$ cat src/common/dicc_pkg.sv
// Contract
// - Normal mode forwards the live conditioned level as process value.
// - Simulation mode ignores the field input and outputs the simulated value.
// - Simulated value is one bit with its own valid or invalid status.
// - Current value strategy passes the field level unchanged during a fault.
// - Substitute strategy outputs the configured substitute bit while faulted.
// - A substitute bit is always reported with data invalid status.
// - Last valid strategy freezes the value held just before the fault.
// - Inversion flips the channel level before it is reported.
// - Enabled line monitoring flags faults and applies the error strategy.
// - ON delay in ms suppresses high pulses shorter than the delay.
// - OFF delay in ms postpones each falling edge, stretching pulses.
// - Channel active state follows the module-wide active setting only.
// - Channel n packs process bit at 2(n-1), fault bit next, 1 means error.
// - Channel data goes to the communication unit on a fixed period.
package dicc_pkg;
   localparam int NCH = 7;
   localparam int CLK_NS = 5;
   localparam int MS_NS = 1000000;
   localparam int PERIOD_NS = 6500000;
   localparam int MS_CYC = MS_NS / CLK_NS;
   localparam int PERIOD_CYC = PERIOD_NS / CLK_NS;
   localparam int MS_CNT_W = 18;
   localparam int PER_CNT_W = 21;
   localparam int DLY_W = 8;
   localparam logic [7:0] OFF_CTRL = 8'h00;
   localparam logic [7:0] OFF_IRQ_STAT = 8'h04;
   localparam logic [7:0] OFF_IRQ_MASK = 8'h08;
   localparam logic [7:0] OFF_DATA = 8'h0C;
   localparam logic [7:0] OFF_CH_BASE = 8'h10;
   localparam logic [7:0] OFF_CH_END = 8'h2C;
   localparam int CF_SIM = 0;
   localparam int CF_SIM_VAL = 1;
   localparam int CF_SIM_INV = 2;
   localparam int CF_EMODE = 3;
   localparam int CF_SUBST = 5;
   localparam int CF_INV = 6;
   localparam int CF_LFD = 7;
   localparam int CF_ON = 8;
   localparam int CF_OFF = 16;
   localparam logic [1:0] EM_CURRENT = 2'h0;
   localparam logic [1:0] EM_SUBST = 2'h1;
   localparam logic [1:0] EM_LAST = 2'h2;
   localparam int IRQ_FRAME_BIT = 7;
   localparam logic CTRL_RST = 1'h1;
   localparam logic [7:0] MASK_RST = 8'h00;
   localparam logic [31:0] CH_CFG_RST = 32'h00000000;
   localparam logic [1:0] RESP_OKAY = 2'h0;
   localparam logic [1:0] RESP_SLVERR = 2'h2;
endpackage

$ cat src/common/dicc_ch_if.sv
`timescale 1ns/100ps
interface dicc_ch_if;
   logic tick;
   logic field;
   logic flt;
   logic active;
   logic [31:0] cfg;
   logic proc;
   logic fault;
   logic inval;
   modport top (output tick, field, flt, active, cfg, input proc, fault, inval);
   modport chan (input tick, field, flt, active, cfg, output proc, fault, inval);
endinterface

$ cat src/verilog/dicc_channel.sv
`timescale 1ns/100ps
module dicc_channel (
   // Clock and reset
   input wire logic aclk,
   input wire logic aresetn,
   // Channel link to top
   dicc_ch_if.chan ch
);
   import dicc_pkg::*;
   logic filt_q, hold_q, proc_q, fault_q, inval_q;
   logic [DLY_W-1:0] cnt_q;
   wire sim_w = ch.cfg[CF_SIM];
   wire sim_val_w = ch.cfg[CF_SIM_VAL];
   wire sim_inv_w = ch.cfg[CF_SIM_INV];
   wire [1:0] emode_w = ch.cfg[CF_EMODE +: 2];
   wire subst_w = ch.cfg[CF_SUBST];
   wire [DLY_W-1:0] on_w = ch.cfg[CF_ON +: DLY_W];
   wire [DLY_W-1:0] off_w = ch.cfg[CF_OFF +: DLY_W];
   wire lvl_w = ch.field ^ ch.cfg[CF_INV];
   wire flt_w = ch.cfg[CF_LFD] & ch.flt;
   wire norm_w = ch.active && !sim_w;
   wire [DLY_W-1:0] dly_w = lvl_w ? on_w : off_w;
   wire chg_w = lvl_w != filt_q;
   // Tick granularity: a setting of d ms settles after d-1 to d ms
   wire due_w = ch.tick && ((cnt_q + 8'h01) >= dly_w);
   wire take_w = chg_w && ((dly_w == 8'h00) || due_w);
   wire filt_d = take_w ? lvl_w : filt_q;
   wire [DLY_W-1:0] cnt_inc_w = ch.tick ? cnt_q + 8'h01 : cnt_q;
   wire [DLY_W-1:0] cnt_d = (!chg_w || take_w) ? 8'h00 : cnt_inc_w;
   wire sub_w = flt_w && (emode_w == EM_SUBST);
   wire last_w = flt_w && (emode_w == EM_LAST);
   wire fault_val_w = sub_w ? subst_w : (last_w ? hold_q : filt_q);
   wire proc_d = !ch.active ? 1'b0 : (sim_w ? sim_val_w : fault_val_w);
   wire inval_d = !ch.active ? 1'b1 : (sim_w ? sim_inv_w : sub_w);
   wire fault_d = norm_w && flt_w;
   // Hold tracks only fault-free samples, so it keeps the pre-fault value
   wire hold_d = flt_w ? hold_q : filt_q;
   always_ff @(posedge aclk) begin
      if (!aresetn) begin
         filt_q <= 1'b0;
         cnt_q <= 8'h00;
         hold_q <= 1'b0;
         proc_q <= 1'b0;
         fault_q <= 1'b0;
         inval_q <= 1'b1;
      end else begin
         filt_q <= filt_d;
         cnt_q <= cnt_d;
         hold_q <= hold_d;
         proc_q <= proc_d;
         fault_q <= fault_d;
         inval_q <= inval_d;
      end
   end
   assign ch.proc = proc_q;
   assign ch.fault = fault_q;
   assign ch.inval = inval_q;

   norm_pass_a: assert property (@(posedge aclk) disable iff (!aresetn)
      norm_w && !flt_w |=> proc_q == $past(filt_q) && !inval_q)
      else $error("normal value not forwarded");
   sim_val_a: assert property (@(posedge aclk) disable iff (!aresetn)
      ch.active && sim_w ##1 ch.active && sim_w |-> proc_q == $past(sim_val_w) && !fault_q)
      else $error("simulated value not output");
   sim_stat_a: assert property (@(posedge aclk) disable iff (!aresetn)
      ch.active && sim_w |=> inval_q == $past(sim_inv_w))
      else $error("simulated status wrong");
   cur_val_a: assert property (@(posedge aclk) disable iff (!aresetn)
      norm_w && flt_w && emode_w == EM_CURRENT |=> proc_q == $past(filt_q))
      else $error("current value not passed");
   subst_val_a: assert property (@(posedge aclk) disable iff (!aresetn)
      norm_w && sub_w |=> proc_q == $past(subst_w))
      else $error("substitute bit not output");
   subst_inval_a: assert property (@(posedge aclk) disable iff (!aresetn)
      norm_w && sub_w |=> inval_q && fault_q)
      else $error("substitute without invalid status");
   last_val_a: assert property (@(posedge aclk) disable iff (!aresetn)
      norm_w && !flt_w ##1 norm_w && last_w |=> proc_q == $past(filt_q, 2))
      else $error("last valid value not frozen");
   fault_flag_a: assert property (@(posedge aclk) disable iff (!aresetn)
      norm_w && ch.flt && !ch.cfg[CF_LFD] |=> !fault_q)
      else $error("fault flagged with monitoring off");
   on_dly_a: assert property (@(posedge aclk) disable iff (!aresetn)
      $rose(filt_q) |-> $past(on_w == 8'h00 || ch.tick))
      else $error("rise without on delay expiry");
   off_dly_a: assert property (@(posedge aclk) disable iff (!aresetn)
      $fell(filt_q) |-> $past(off_w == 8'h00 || ch.tick))
      else $error("fall without off delay expiry");
   zero_dly_a: assert property (@(posedge aclk) disable iff (!aresetn)
      dly_w == 8'h00 && chg_w |=> filt_q == $past(ch.field ^ ch.cfg[CF_INV]))
      else $error("zero delay did not pass transition");
   sim_c: cover property (@(posedge aclk) disable iff (!aresetn) ch.active && sim_w ##1 proc_q);
   subst_c: cover property (@(posedge aclk) disable iff (!aresetn) norm_w && sub_w ##1 inval_q);
   last_c: cover property (@(posedge aclk) disable iff (!aresetn) norm_w && last_w [*3]);
endmodule

$ cat src/verilog/dicc_top.sv
// Our own choices: the AXI4-Lite interface to the registers and the register offsets.
`timescale 1ns/100ps
module dicc_top #(
   parameter int unsigned MS_CYCLES = dicc_pkg::MS_CYC,
   parameter int unsigned PERIOD_CYCLES = dicc_pkg::PERIOD_CYC
) (
   // Clock and reset
   input wire logic aclk,
   input wire logic aresetn,
   // AXI4-Lite write
   input wire logic [7:0] s_axi_awaddr,
   input wire logic s_axi_awvalid,
   output logic s_axi_awready,
   input wire logic [31:0] s_axi_wdata,
   input wire logic [3:0] s_axi_wstrb,
   input wire logic s_axi_wvalid,
   output logic s_axi_wready,
   output logic [1:0] s_axi_bresp,
   output logic s_axi_bvalid,
   input wire logic s_axi_bready,
   // AXI4-Lite read
   input wire logic [7:0] s_axi_araddr,
   input wire logic s_axi_arvalid,
   output logic s_axi_arready,
   output logic [31:0] s_axi_rdata,
   output logic [1:0] s_axi_rresp,
   output logic s_axi_rvalid,
   input wire logic s_axi_rready,
   // Field pins
   input wire logic [dicc_pkg::NCH-1:0] field_in,
   input wire logic [dicc_pkg::NCH-1:0] fault_in,
   // Communication unit
   output logic [15:0] com_data,
   output logic [dicc_pkg::NCH-1:0] com_inval,
   output logic com_valid,
   // Interrupt
   output logic irq
);
   import dicc_pkg::*;

   function automatic logic [31:0] merge(input logic [31:0] old, input logic [31:0] nw,
                                         input logic [3:0] strb);
      merge = old;
      for (int i = 0; i < 4; i++) begin
         if (strb[i]) begin
            merge[8*i +: 8] = nw[8*i +: 8];
         end
      end
   endfunction

   function automatic logic ch_hit(input logic [7:0] a);
      ch_hit = (a >= OFF_CH_BASE) && (a < OFF_CH_END);
   endfunction

   function automatic logic [2:0] ch_idx(input logic [7:0] a);
      logic [7:0] d;
      d = a - OFF_CH_BASE;
      ch_idx = d[4:2];
   endfunction

   function automatic logic reg_hit(input logic [7:0] a);
      reg_hit = (a == OFF_CTRL) || (a == OFF_IRQ_STAT) || (a == OFF_IRQ_MASK) ||
                (a == OFF_DATA) || ch_hit(a);
   endfunction

   logic [NCH-1:0] fld_s1_q, fld_s2_q, flt_s1_q, flt_s2_q;
   logic [MS_CNT_W-1:0] ms_cnt_q;
   logic [PER_CNT_W-1:0] per_cnt_q;
   logic tick_q;
   logic act_q;
   logic [7:0] mask_q, stat_q;
   logic [31:0] cfg_q [NCH];
   logic [NCH-1:0] proc_w, fault_w, inval_w, fault_prev_q;
   logic [15:0] pack_w;
   logic [15:0] com_data_q;
   logic [NCH-1:0] com_inval_q;
   logic com_valid_q, irq_q;
   logic awready_q, wready_q, aw_have_q, w_have_q, bvalid_q;
   logic arready_q, rvalid_q;
   logic [1:0] bresp_q, rresp_q;
   logic [7:0] waddr_q;
   logic [31:0] wdata_q, rdata_q;
   logic [3:0] wstrb_q;

   // Pins are asynchronous; only the second stage is read
   always_ff @(posedge aclk) begin
      if (!aresetn) begin
         fld_s1_q <= '0;
         fld_s2_q <= '0;
         flt_s1_q <= '0;
         flt_s2_q <= '0;
      end else begin
         fld_s1_q <= field_in;
         fld_s2_q <= fld_s1_q;
         flt_s1_q <= fault_in;
         flt_s2_q <= flt_s1_q;
      end
   end

   wire ms_end_w = ms_cnt_q == MS_CNT_W'(MS_CYCLES - 1);
   wire per_hit_w = per_cnt_q == PER_CNT_W'(PERIOD_CYCLES - 1);
   always_ff @(posedge aclk) begin
      if (!aresetn) begin
         ms_cnt_q <= '0;
         tick_q <= 1'b0;
         per_cnt_q <= '0;
      end else begin
         ms_cnt_q <= ms_end_w ? '0 : ms_cnt_q + 1'b1;
         tick_q <= ms_end_w;
         per_cnt_q <= per_hit_w ? '0 : per_cnt_q + 1'b1;
      end
   end

   for (genvar g = 0; g < NCH; g++) begin : gen_ch
      dicc_ch_if chif ();
      assign chif.tick = tick_q;
      assign chif.field = fld_s2_q[g];
      assign chif.flt = flt_s2_q[g];
      assign chif.active = act_q;
      assign chif.cfg = cfg_q[g];
      assign proc_w[g] = chif.proc;
      assign fault_w[g] = chif.fault;
      assign inval_w[g] = chif.inval;
      assign pack_w[2*g] = proc_w[g];
      assign pack_w[2*g+1] = fault_w[g];
      dicc_channel u_ch (
         .aclk(aclk),
         .aresetn(aresetn),
         .ch(chif)
      );
   end
   assign pack_w[15:2*NCH] = '0;

   // Delivery runs from its own counter, never from bus reads
   always_ff @(posedge aclk) begin
      if (!aresetn) begin
         com_data_q <= 16'h0000;
         com_inval_q <= '0;
         com_valid_q <= 1'b0;
      end else begin
         com_valid_q <= per_hit_w;
         if (per_hit_w) begin
            com_data_q <= pack_w;
            com_inval_q <= inval_w;
         end
      end
   end

   wire aw_take_w = s_axi_awvalid && awready_q;
   wire w_take_w = s_axi_wvalid && wready_q;
   wire ar_take_w = s_axi_arvalid && arready_q;
   wire wr_w = aw_have_q && w_have_q && !bvalid_q;
   wire [7:0] wa_w = {waddr_q[7:2], 2'b00};
   wire [7:0] ra_w = {s_axi_araddr[7:2], 2'b00};
   wire [31:0] cfg_rd_w = cfg_q[ch_idx(ra_w)];
   wire [31:0] rd_w = (ra_w == OFF_CTRL) ? {31'h00000000, act_q} :
                      (ra_w == OFF_IRQ_STAT) ? {24'h000000, stat_q} :
                      (ra_w == OFF_IRQ_MASK) ? {24'h000000, mask_q} :
                      (ra_w == OFF_DATA) ? {9'h000, com_inval_q, com_data_q} :
                      ch_hit(ra_w) ? cfg_rd_w : 32'h00000000;
   wire [7:0] clr_w = (wr_w && wa_w == OFF_IRQ_STAT && wstrb_q[0]) ? wdata_q[7:0] : 8'h00;
   wire [7:0] ev_w = {per_hit_w, 7'(fault_w & ~fault_prev_q)};

   always_ff @(posedge aclk) begin
      if (!aresetn) begin
         awready_q <= 1'b0;
         wready_q <= 1'b0;
         aw_have_q <= 1'b0;
         w_have_q <= 1'b0;
         bvalid_q <= 1'b0;
         bresp_q <= RESP_OKAY;
         waddr_q <= 8'h00;
         wdata_q <= 32'h00000000;
         wstrb_q <= 4'h0;
      end else begin
         awready_q <= !aw_have_q && !aw_take_w && !bvalid_q;
         wready_q <= !w_have_q && !w_take_w && !bvalid_q;
         aw_have_q <= aw_take_w || (aw_have_q && !wr_w);
         w_have_q <= w_take_w || (w_have_q && !wr_w);
         bvalid_q <= wr_w || (bvalid_q && !s_axi_bready);
         if (aw_take_w) begin
            waddr_q <= s_axi_awaddr;
         end
         if (w_take_w) begin
            wdata_q <= s_axi_wdata;
            wstrb_q <= s_axi_wstrb;
         end
         if (wr_w) begin
            bresp_q <= reg_hit(wa_w) ? RESP_OKAY : RESP_SLVERR;
         end
      end
   end

   always_ff @(posedge aclk) begin
      if (!aresetn) begin
         arready_q <= 1'b0;
         rvalid_q <= 1'b0;
         rdata_q <= 32'h00000000;
         rresp_q <= RESP_OKAY;
      end else begin
         arready_q <= !ar_take_w && !(rvalid_q && !s_axi_rready);
         rvalid_q <= ar_take_w || (rvalid_q && !s_axi_rready);
         if (ar_take_w) begin
            rdata_q <= rd_w;
            rresp_q <= reg_hit(ra_w) ? RESP_OKAY : RESP_SLVERR;
         end
      end
   end

   // Set wins over a same-cycle write-one-to-clear
   always_ff @(posedge aclk) begin
      if (!aresetn) begin
         act_q <= CTRL_RST;
         mask_q <= MASK_RST;
         stat_q <= 8'h00;
         fault_prev_q <= '0;
         irq_q <= 1'b0;
      end else begin
         if (wr_w && wa_w == OFF_CTRL && wstrb_q[0]) begin
            act_q <= wdata_q[0];
         end
         if (wr_w && wa_w == OFF_IRQ_MASK) begin
            mask_q <= 8'(merge({24'h000000, mask_q}, wdata_q, wstrb_q));
         end
         stat_q <= (stat_q & ~clr_w) | ev_w;
         fault_prev_q <= fault_w;
         irq_q <= |(stat_q & mask_q);
      end
   end

   always_ff @(posedge aclk) begin
      if (!aresetn) begin
         for (int i = 0; i < NCH; i++) begin
            cfg_q[i] <= CH_CFG_RST;
         end
      end else begin
         for (int i = 0; i < NCH; i++) begin
            if (wr_w && ch_hit(wa_w) && ch_idx(wa_w) == 3'(i)) begin
               cfg_q[i] <= merge(cfg_q[i], wdata_q, wstrb_q);
            end
         end
      end
   end

   assign s_axi_awready = awready_q;
   assign s_axi_wready = wready_q;
   assign s_axi_bvalid = bvalid_q;
   assign s_axi_bresp = bresp_q;
   assign s_axi_arready = arready_q;
   assign s_axi_rvalid = rvalid_q;
   assign s_axi_rdata = rdata_q;
   assign s_axi_rresp = rresp_q;
   assign com_data = com_data_q;
   assign com_inval = com_inval_q;
   assign com_valid = com_valid_q;
   assign irq = irq_q;

   // Helper for the period check: cycles since the last delivery
   logic [PER_CNT_W-1:0] gap_q;
   logic seen_q;
   always_ff @(posedge aclk) begin
      if (!aresetn) begin
         gap_q <= '0;
         seen_q <= 1'b0;
      end else begin
         gap_q <= com_valid_q ? '0 : gap_q + 1'b1;
         seen_q <= seen_q || com_valid_q;
      end
   end

   inactive_zero_a: assert property (@(posedge aclk) disable iff (!aresetn)
      !act_q [*2] |-> pack_w == 16'h0000 && inval_w == '1)
      else $error("inactive module still reports data");
   pack_layout_a: assert property (@(posedge aclk) disable iff (!aresetn)
      com_valid_q |-> com_data_q == $past(pack_w) && com_data_q[15:14] == 2'b00)
      else $error("delivered word not packed from channels");
   period_gap_a: assert property (@(posedge aclk) disable iff (!aresetn)
      com_valid_q && seen_q |-> gap_q == PER_CNT_W'(PERIOD_CYCLES - 1))
      else $error("delivery period wrong");
   fault_sticky_a: assert property (@(posedge aclk) disable iff (!aresetn)
      $rose(fault_w[0]) |=> stat_q[0])
      else $error("fault onset not latched");
   irq_level_a: assert property (@(posedge aclk) disable iff (!aresetn)
      irq_q == $past(|(stat_q & mask_q)))
      else $error("interrupt level out of step");
   frame_flag_a: assert property (@(posedge aclk) disable iff (!aresetn)
      com_valid_q |-> stat_q[IRQ_FRAME_BIT])
      else $error("delivery not flagged");
   com_hold_a: assert property (@(posedge aclk) disable iff (!aresetn)
      !com_valid_q |-> $stable(com_data_q) && $stable(com_inval_q))
      else $error("delivered data moved between pulses");
   tick_wrap_a: assert property (@(posedge aclk) disable iff (!aresetn)
      tick_q |-> ms_cnt_q == '0)
      else $error("ms tick off its divider wrap");
   per_wrap_a: assert property (@(posedge aclk) disable iff (!aresetn)
      com_valid_q |-> per_cnt_q == '0)
      else $error("delivery off its period wrap");
   // Bus guards: no beat taken while its answer is pending
   wr_block_a: assert property (@(posedge aclk) disable iff (!aresetn)
      bvalid_q |-> !awready_q && !wready_q)
      else $error("write accepted while response pending");
   rd_block_a: assert property (@(posedge aclk) disable iff (!aresetn)
      rvalid_q |-> !arready_q)
      else $error("read accepted while data pending");
   deliver_c: cover property (@(posedge aclk) disable iff (!aresetn) com_valid_q && |fault_w);
   irq_c: cover property (@(posedge aclk) disable iff (!aresetn) irq_q && stat_q[IRQ_FRAME_BIT]);
endmodule
$ cat config.mk
export PLATFORM = sky130hd
export DESIGN_NAME = dicc_top
export DESIGN_NICKNAME = d
export VERILOG_FILES = /design/src/common/dicc_pkg.sv /design/src/common/dicc_ch_if.sv /design/src/verilog/dicc_channel.sv /design/src/verilog/dicc_top.sv
export SDC_FILE = /design/constraint.sdc
export NUM_CORES = 1
export LEC_CHECK = 0
export BUFFER_PORTS_ARGS = -buffer_cell sky130_fd_sc_hd__buf_2
export CAP_MARGIN = 20
export CORE_AREA = 10 10 257 259
export DETAILED_ROUTE_END_ITERATION = 16
export DIE_AREA = 0 0 267 269
export HOLD_SLACK_MARGIN = 0.02
export SYNTH_ARGS = -nofsm -noshare
export SYNTH_HDL_FRONTEND = slang
export SYNTH_SLANG_ARGS = --single-unit
$ cat constraint.sdc
create_clock -name aclk -period 3.9 [get_ports aclk]
set_input_delay 0.78 -clock aclk [delete_from_list [all_inputs] [get_ports aclk]]
set_output_delay 0.78 -clock aclk [all_outputs]
set_load 0.05 [all_outputs]
* Yosys cells after proc, flatten, opt, wreduce, memory -nomap -nowiden
Memories as Yosys holds them, arrays and structs flattened.
Cells that the tools add are included.
** Word-level totals
- Bits of input ports :: 73
- Output and inout bits :: 66
- Logic and storage cells :: 455
- Memories :: 1
- RAM bits :: 224
- Bits in registers :: 293
** Operators by class
- Bitwise logic cells :: 28
- Reduce and logical (&&, ||, !) cells :: 143
- Eq/ne operators :: 35
- Order comparisons :: 11
- Muxes and demuxes :: 156
- Add/sub/neg operators :: 11
** Memories
- cfg_q :: depth 7, bits a word 32, read ports 8, clocked after memory_dff 0, write ports 7, line dicc_top.sv:72 : logic [31:0] cfg_q [NCH];
** Operators with widths (number)
- 8-bit two-way mux :: 92
- 32-bit two-way mux :: 12
- 8-bit logical NOT :: 9
- 1-bit logical AND :: 71
- 8-bit by 1-bit adder with 8-bit output (second input constant) :: 7
- 8-bit >= comparator :: 7
- 1-bit two-way mux :: 50
- 1-bit logical OR :: 26
- 6-bit by 2-bit equality test with 1-bit output (second input constant) :: 4
- 1-bit logical NOT :: 24
- 21-bit by 1-bit adder with 21-bit output (second input constant) :: 1
- 21-bit equality test (second input constant) :: 1
- 18-bit by 1-bit adder with 18-bit output (second input constant) :: 1
- 18-bit equality test (second input constant) :: 1
- 2-bit OR reduction :: 9
- 8-bit AND :: 2
- 8-bit by 5-bit >= comparator with 1-bit output (second input constant) :: 2
- 8-bit by 6-bit < comparator with 1-bit output (second input constant) :: 2
- 2-bit by 1-bit equality test with 1-bit output (second input constant) :: 7
- 2-bit equality test (second input constant) :: 7
- 6-bit by 1-bit equality test with 1-bit output (second input constant) :: 2
- 5-bit subtractor (second input constant) :: 2
- 3-bit equality test (second input constant) :: 3
- 8-bit NOT :: 1
- other kinds (14) :: 41

* Longest topological paths before layout
Gate-level depths: netlist of run 1.
An unclocked memory read counts as a cell.
- Word-level depth :: 9
- Gate-level depth with buffers :: 9
- Depth with buffers taken out :: 9

* Cells and area by module
Synthesis of run 1 repeated with hierarchy kept, for this count alone.
** Second synthesis, totals
- Cells, all modules :: 2307
- Area, all modules :: 24599.8 sq um
** Modules (own cells, without submodules)
- dicc_top :: instances 1, area an instance 17838.4 sq um, cells each 1565, seq. area each 10690.3 sq um
- dicc_channel :: instances 7, area an instance 965.9 sq um, cells each 106, seq. area each 260.2 sq um

* Worst setup path after synthesis of run 1
OpenSTA, ideal clock, no wires.
- Kind :: input port to flip-flop
- From :: in aresetn
- To :: mem cfg_q[0][0] (enable)
- Arrival :: 2193 ps
- Setup slack :: 1378 ps
- Buffers on the path :: 2
- Cell stages on the path :: 7
- Cells stage by stage :: buf_2 > nand3b_1 > or4_4 > nor3_4 > buf_6 > nand2_1 > nand2_1
** RTL lines
- start: declaration :: line dicc_top.sv:9 : input wire logic aresetn,
- end: declaration :: line dicc_top.sv:72

* Final worst setup path of run 1
- From :: reg fld_s2_q[1]
- To :: reg gen_ch[1].u_ch.cnt_q[4]
** On the way
- Cells in the longest elaborated chain, start to end :: 8
- Elaborated cells on any way between the ends :: 11
** RTL lines
- start: declaration :: line dicc_top.sv:66 : logic [NCH-1:0] fld_s1_q, fld_s2_q, flt_s1_q, flt_s2_q;
- start signal: assignment :: line dicc_top.sv:94 : fld_s2_q <= fld_s1_q;
- 1-bit bitwise XOR (*) :: line dicc_channel.sv:19 : wire lvl_w = ch.field ^ ch.cfg[CF_INV];
- 8-bit two-way mux :: line dicc_channel.sv:22 : wire [DLY_W-1:0] dly_w = lvl_w ? on_w : off_w;
- 8-bit >= comparator :: line dicc_channel.sv:25 : wire due_w = ch.tick && ((cnt_q + 8'h01) >= dly_w);
- 1-bit logical AND :: line dicc_channel.sv:25
- 1-bit logical OR :: line dicc_channel.sv:26 : wire take_w = chg_w && ((dly_w == 8'h00) || due_w);
- 1-bit logical AND :: line dicc_channel.sv:26
- 1-bit logical OR (*) :: line dicc_channel.sv:29 : wire [DLY_W-1:0] cnt_d = (!chg_w || take_w) ? 8'h00 : cnt_inc_w;
- 2-bit OR reduction (no source line) (*)
- end signal: assignment :: line dicc_channel.sv:48 : cnt_q <= cnt_d;
- end: declaration :: line dicc_channel.sv:11 : logic [DLY_W-1:0] cnt_q;
Mark *: on every way between the ends. The rest lies on a longest branch, timed or not.
A chain may end at the register's enable or synchronous reset.

==> impl_results.md, run 1 <==
* Post-DP HPWL at roughly 48000 um
* Cell Chain, Critical Path: xor2_2 -> mux2i_1 -> ha_1 -> a21oi_1 -> o21ai_0 -> a221oi_1 -> o2111ai_1 -> nor2_1
* Initial antenna violation count at 1
* First-pass DRT Iterations at 6
* Clk_skew at 0.0114 ns
* Worst path slowest cell: dfxtp_1
* Worst Setup Path Type: register to register
* Top FF cell, synth: dfxtp_1
* Clk_lat worst skew at 0.61 ns
* Final hold violations at 0
* Mapped Area at 24100 um2
* Vias at 17.4k
* Die Wd at 267 um
* CTS Root Cell: clkbuf_16
* M1 WL at 29100 um
* Sw Share at 23.2%
* Cell row count at 91
* Layout cells sized above 1 at between 10% and 20%
* Syn. warnings at 0
* Pins Over Slew Limit at 0
* Hold depth at 2
* Deepest clock path buffer count at 3
* Die ar. at roughly 70000 um2
* WL/cell at 20.3 um
* Initial Util at 39.4%
* Tmin final at 3.00 ns
* Setup TNS at 0 ns
* Psw at about 2800 uW
* CP delay by family, top: compound AO/OA/AOI/OAI gates
* Peak Freq at approximately 0.33 GHz
* Vias per cell at roughly 5.4
* Critical path buffers and inverters at 0
* CTS buffer count at 53
* Worst Path Max Fanout at 10
* Status: completed
* CTS Hold Buffers Added at 0
* N_diodes at 0
* Clock tree from TritonCTS: done
* Internal at 9220 uW
* CTS clk-pin slew, worst paths at 0.06 ns
* Post-Route Utilization at 44.8%
* Grt ovf at 0
* Distinct cell type count after synthesis at 57
* Final Cycle Share at 76.9%
* Share of flip-flops with an asynchronous set or reset at 0%
* # IOs at 139
* Rel. slew slack at 30.0%
* Gate count of the mapped netlist at 2275
* GP Congestion at 0.908
* PnR worst setup slack at 0.901 ns
* # resized after CTS at 0
* Critical Path RT at 4.43 ns
* Flop pwr share at between 40% and 50%
* Crit end category: register
* Design area at 27400 um2
* Power per standard cell area at about 440 nW/um2
* Critical path arrival at 3.53 ns
* Slowest stage delay, CP at 0.57 ns
* Top routing layer in use: met4
* Met2 WL at 30600 um
* Filler cell count at 5745
* Iter 0 DRT Violations at 1385
* Routed Antenna Nets at 0
* Final wirelength at around 65000 um
* Post-synth EDFFs at roughly 220
* FF+latch count, synth at slightly above 500
* GRT Total Usage at 17.9%
* P_leak at ~0.011 uW
* Tightest hold margin at 0.376 ns
* Routed length on met3 at 4170 um
* R2R cell count at 8
* Leading area contributor after synthesis: edfxtp_1
* Chip Height at 269 um
* Avg Inst Size Synth at 10.6 um2
* Pre-CTS setup slack at roughly 0.9 ns
* First-pass GRT wire length at 99900 um
* Number of global-route vias before repair at 17.0k
* Worst Setup Start Kind: register
* Worst-Margin Slew at approximately 1.0 ns
* Synth area leaders: edfxtp_1, dfxtp_1, and2_1
* Final net count at 2520
* Max VDD drop at 327 uV
* Area after DPL at around 25000 um2
* Drt drc at 0
* Clock sink count at 513
* Top cell type's share of synthesized area at between 20% and 30%
* H-Tree Depth at 2
* Hold crit path type: input pin to register
* Crit path depth at 8
* Gate power share at between 6 and 7%
* Port bufs at 130
* Area growth, synth to finish at 13.7%
* Clock share of power at 44.4%
* Final-report setup violation count at 0
* Max-cap violation count at 0
* Sequential fraction of the synthesis area at approximately 52%
* Largest net degree at the start of global routing at 103
* Core box area at 61000 um2
* Post-CTS setup buffer count at 0
* Unrepaired setup endpoints after global routing: false
state kept, by name (all words and copies together), names as in the netlist, 8 cells and up:
register / count
cfg_q: 224
com_data: 14
gen_ch.u_ch.cnt_q: 56
mask_q: 8
ms_cnt_q: 18
per_cnt_q: 21
s_axi_rdata: 32
stat_q: 8
wdata_q: 32
power by group through the flow:
stage / logic, uW / clock network (uW) / registers (uW)
finish: 740 / 5330 / 5930
global route: 809 / 5650 / 5940
CTS: 742 / 5420 / 5930
detailed placement: 739 / 0 / 6040
global placement: 724 / 0 / 6040
floorplan: 502 / 0 / 5970
layer usage:
metal / GRT usage [%] / vias to the layer above
li1: - / 8255
met1: 24.0 / 8477
met2: 29.2 / 527
met3: 2.94 / 97
met4: 5.17 / 0
met5: 0 / -
final cells by class:
class                           instances  area [um2]  share of cell area [%]
Clock buffer                           75        1570                    5.74
Sequential cell                       513       12500                    45.7
Tap cell                              790         988                    3.61
Inverter                               13        51.3                   0.188
Timing Repair Buffer                  160         921                    3.37
Multi-Input combinational cell       1641       11000                    40.3
Clock inverter                         24         283                    1.03
Yosys cell counts (44+ instances only):
cell type	instances
ha_1	65
dfxtp_1	289
a21oi_1	113
mux2i_1	105
o21ai_0	62
and2_1	229
xnor2_1	47
nand3_1	44
nand2_1	322
edfxtp_1	224
clkbuf_1	58
and3_1	74
xor2_1	93
nor2_1	158
metrics by stage:
step                      std cells  power (uW)
after global placement         3116        6760
after global routing           3216       12400
final                          3216       12000
after CTS                      3215       12100
after floorplan                2278        6470
after detailed placement       3116        6780
layout by cell type, fill, tap and decap left out, types with 8 or more instances in the layout:
| cell type | instances |
|---|---|
| a21o_1 | 14 |
| nand4_1 | 16 |
| a222oi_1 | 13 |
| a221oi_1 | 10 |
| mux2i_1 | 105 |
| mux2_2 | 39 |
| nor3_1 | 18 |
| and2_1 | 229 |
| nor4b_1 | 8 |
| xor2_1 | 93 |
| o21ai_0 | 62 |
| clkinv_2 | 9 |
| edfxtp_1 | 224 |
| buf_4 | 30 |
| nand3_1 | 44 |
| a21oi_1 | 113 |
| ha_1 | 65 |
| buf_2 | 127 |
| a2bb2oi_1 | 15 |
| clkbuf_1 | 9 |
| a22oi_1 | 34 |
| mux4_2 | 32 |
| nor2b_1 | 25 |
| nor2_1 | 157 |
| xnor2_1 | 47 |
| nand2_1 | 322 |
| clkbuf_16 | 57 |
| and3_1 | 74 |
| dfxtp_1 | 288 |
| inv_1 | 12 |
| nor4_1 | 36 |
cells by family after synthesis:
family / after synthesis / synth area share (%)
AO/OA/AOI/OAI: 286 / 7.47
AND/OR/NAND/NOR: 963 / 20.1
adder cells (fa/ha/maj): 65 / 3.38
XOR/XNOR: 147 / 5.57
flip-flops: 513 / 52.0
multiplexers: 176 / 9.19
other: 1 / 0.0156
buffers and inverters: 124 / 2.27
final timing paths:
path / from / end / slack [ns]
min reg2reg: flt_s1_q[0]$_SDFF_PN0_ / flt_s2_q[0]$_SDFF_PN0_ / 0.43
min: fault_in[2] / flt_s1_q[2]$_SDFF_PN0_ / 0.38
max reg2reg: fld_s2_q[1]$_SDFF_PN0_ / gen_ch[1].u_ch.cnt_q[4]$_SDFFE_PP0P_ / 0.90
max: fld_s2_q[1]$_SDFF_PN0_ / gen_ch[1].u_ch.cnt_q[4]$_SDFFE_PP0P_ / 0.90
(Power assumes the default switching activity.)
==> run 2, diff against run 1 <==
Clock period 3.9 ns to 2.5 ns, I/O delays scaled along.
==> impl_results.md, run 2 (synthesis gave the netlist of run 1 again) <==
* Reg-to-reg startpoint: cfg_q[0][6]$_SDFFCE_PN0P_
* # IOs at 139 (unchanged)
* Initial Util at 39.4% (unchanged)
* GRT Total Usage at 18.4% (+0.58 points)
* Largest regs: cfg_q: 224 flops, gen_ch.u_ch.cnt_q: 56 flops
* Iter 0 DRT Violations at 1599 (+15%)
* First-pass DRT Iterations at 7 (+1)
* Filler cell count at 5648 (-1.7%)
* CTS buffer count at 54 (+1.9%)
* Worst-Margin Slew at 1.00 ns (-0.0368 ns)
* Unrepaired setup endpoints after global routing: true
* Max reg flops at 224 (unchanged)
* Cell Chain, Critical Path: xor2_2 -> buf_12 -> mux2i_4 -> ha_4 -> a21oi_1 -> o21ai_1 -> a221oi_2 -> o2111ai_1 -> buf_4 -> nor2_1
* Final hold violations at 0 (unchanged)
* Core box area at 61000 um2 (unchanged)
* Clock sink count at 513 (unchanged)
* Critical Path End: gen_ch[0].u_ch.cnt_q[4]$_SDFFE_PP0P_
* Pre-CTS setup slack at -0.00826 ns (-0.905 ns)
* Port bufs at 130 (unchanged)
* Chip Height at 269 um (unchanged)
* Tmin final at 2.46 ns (-0.536 ns)
* CTS Root Cell: clkbuf_16
* Setup TNS at 0 ns (unchanged)
* Drt drc at 0 (unchanged)
* Design area at 28500 um2 (+4.2%)
* CTS Hold Buffers Added at 0 (unchanged)
* Commonest non-fill, non-tap cells in the layout: nand2_1, dfxtp_1, and2_1
* Final-report setup violation count at 0 (unchanged)
* Crit path depth at 10 (+2)
* Worst Setup Start Kind: register
* Critical path arrival at 3.01 ns (-0.52 ns)
* Final wirelength at 67900 um (+3.9%)
* Worst Path Max Fanout at 8 (-2)
* Crit end category: register
* Post-DP HPWL at 48900 um (+2.5%)
* R2R setup slack at 0.04 ns (-0.86 ns)
* N_diodes at 0 (unchanged)
* FF-to-FF End: gen_ch[0].u_ch.cnt_q[4]$_SDFFE_PP0P_
* Clk_skew at 0.00941 ns (-0.00198 ns)
* Max VDD drop at 503 uV (+54%)
* Power per standard cell area at 669 nW/um2 (+52%)
* Largest net degree at the start of global routing at 101 (-1.9%)
* Critical path buffers and inverters at 2 (+2)
* H-Tree Depth at 2 (unchanged)
* Routed Antenna Nets at 0 (unchanged)
* WL/cell at 20.6 um (+1.2%)
* Status: completed
* Pins Over Slew Limit at 0 (unchanged)
* Die ar. at 71800 um2 (unchanged)
* Post-Route Utilization at 46.7% (+1.9 points)
* Final net count at 2603 (+3.3%)
* Worst Setup Path Type: register to register
* Max-cap violation count at 0 (unchanged)
* Area after DPL at 26100 um2 (+2.3%)
* Vias at 17.7k (+1.8%)
* Worst path slowest cell: edfxtp_1
* Hold crit path type: input pin to register
* Rel. slew slack at 33.0% (+3.0 points)
* Vias per cell at 5.35 (-0.85%)
* Area growth, synth to finish at 18.5%
* CP startpoint: cfg_q[0][6]$_SDFFCE_PN0P_
* R2R cell count at 10 (+2)
* GP Congestion at 0.944 (+4.1%)
* Final cell count without fillers at 3301 (+2.6%)
* Die Wd at 267 um (unchanged)
* Layout cells sized above 1 at 19.5% (+5.6 points)
* P_leak at 0.0114 uW (+4.7%)
* Initial antenna violation count at 2 (+1)
* Final Cycle Share at 98.5% (+22 points)
* Slowest stage delay, CP at 0.48 ns (-0.09 ns)
* Clk_lat worst skew at 0.61 ns (about the same)
* Clock tree from TritonCTS: done
* PnR worst setup slack at 0.0370 ns (-0.864 ns)
* Deepest clock path buffer count at 3 (unchanged)
* Grt ovf at 0 (unchanged)
* Commonest non-fill, non-tap cell in the layout: nand2_1
* CP delay by family, top: compound AO/OA/AOI/OAI gates
* CTS clk-pin slew, worst paths at 0.06 ns (about the same)
* Cell row count at 91 (unchanged)
* Number of global-route vias before repair at 17.5k (+2.9%)
* First-pass GRT wire length at 103000 um (+3.4%)
* Largest reg by FF count: cfg_q
* Critical Path RT at 3.05 ns (-1.38 ns)
* Peak Freq at 0.406 GHz (+22%)
* Placed cell count at 3178 (+2.0%)
[run 2: changes by cell type in the layout (fill, tap and decap cells not counted), sizes merged]
cell      previous run  this run
buf                160       239
bufinv               6         4
clkbuf              75        81
clkinv              15        14
clkinvlp             3         2
inv                 13        17
[run 2: worst min-delay path by stage]
stage	from	to	slack, ns	cells after the start
6_report	fault_in[4]	flt_s1_q[4]$_SDFF_PN0_	0.1	2
5_1_grt	fault_in[1]	flt_s1_q[1]$_SDFF_PN0_	0.08	2
4_1_cts	fault_in[4]	flt_s1_q[4]$_SDFF_PN0_	0.07	2
3_5_place_dp	flt_s1_q[0]$_SDFF_PN0_	flt_s2_q[0]$_SDFF_PN0_	0.42	1
3_3_place_gp	flt_s1_q[1]$_SDFF_PN0_	flt_s2_q[1]$_SDFF_PN0_	0.42	1
2_1_floorplan	fld_s1_q[0]$_SDFF_PN0_	fld_s2_q[0]$_SDFF_PN0_	0.41	1
[run 2: routing by layer]
metal	up-vias	routed length [um]	global-route usage (%)	share of wire [%]
li1	8445	-	-	-
met2	507	31100	29.2	46
met1	8601	30900	25.2	45
met5	-	0	0	0
met3	110	3840	2.96	5.7
met4	0	2120	6.46	3.1
[run 2: area by class of cell]
| type | count | area (um2) | area share, % |
|---|---|---|---|
| Sequential cell | 513 | 12500 | 43.9 |
| Multi-Input combinational cell | 1641 | 11300 | 39.8 |
| Timing Repair Buffer | 242 | 1730 | 6.08 |
| Clock buffer | 78 | 1630 | 5.73 |
| Tap cell | 790 | 988 | 3.47 |
| Clock inverter | 24 | 250 | 0.878 |
| Inverter | 13 | 51.3 | 0.180 |
[run 2: power by group]
part	leakage, uW	switching (uW)	total [uW]	internal (uW)
sequential	0.00463	279	9250	8970
clock	0.000927	3460	8450	4980
combinational	0.00589	797	1370	577
[run 2: worst reg2reg max path, cell delays in order (launching register included)]
cell	delay, ns
edfxtp_1	0.48
xor2_2	0.28
buf_12	0.17
mux2i_4	0.28
ha_4	0.24
a21oi_1	0.13
o21ai_1	0.11
a221oi_2	0.29
o2111ai_1	0.13
buf_4	0.22
nor2_1	0.09
[run 2: what timing repair did]
action,4_1_cts,5_1_grt
endpoints found under the setup margin,17,74
pin swaps,0,55
resized for setup,3,86
buffers inserted,1,16
gates cloned,0,3
[run 2: metrics by stage]
stage | total power (uW) | hold slack (ns)
2_1_floorplan | 10100 | 0.412
4_1_cts | 19100 | 0.0706
5_1_grt | 19700 | 0.0846
3_3_place_gp | 10700 | 0.417
3_5_place_dp | 10700 | 0.418
6_report | 19100 | 0.0983
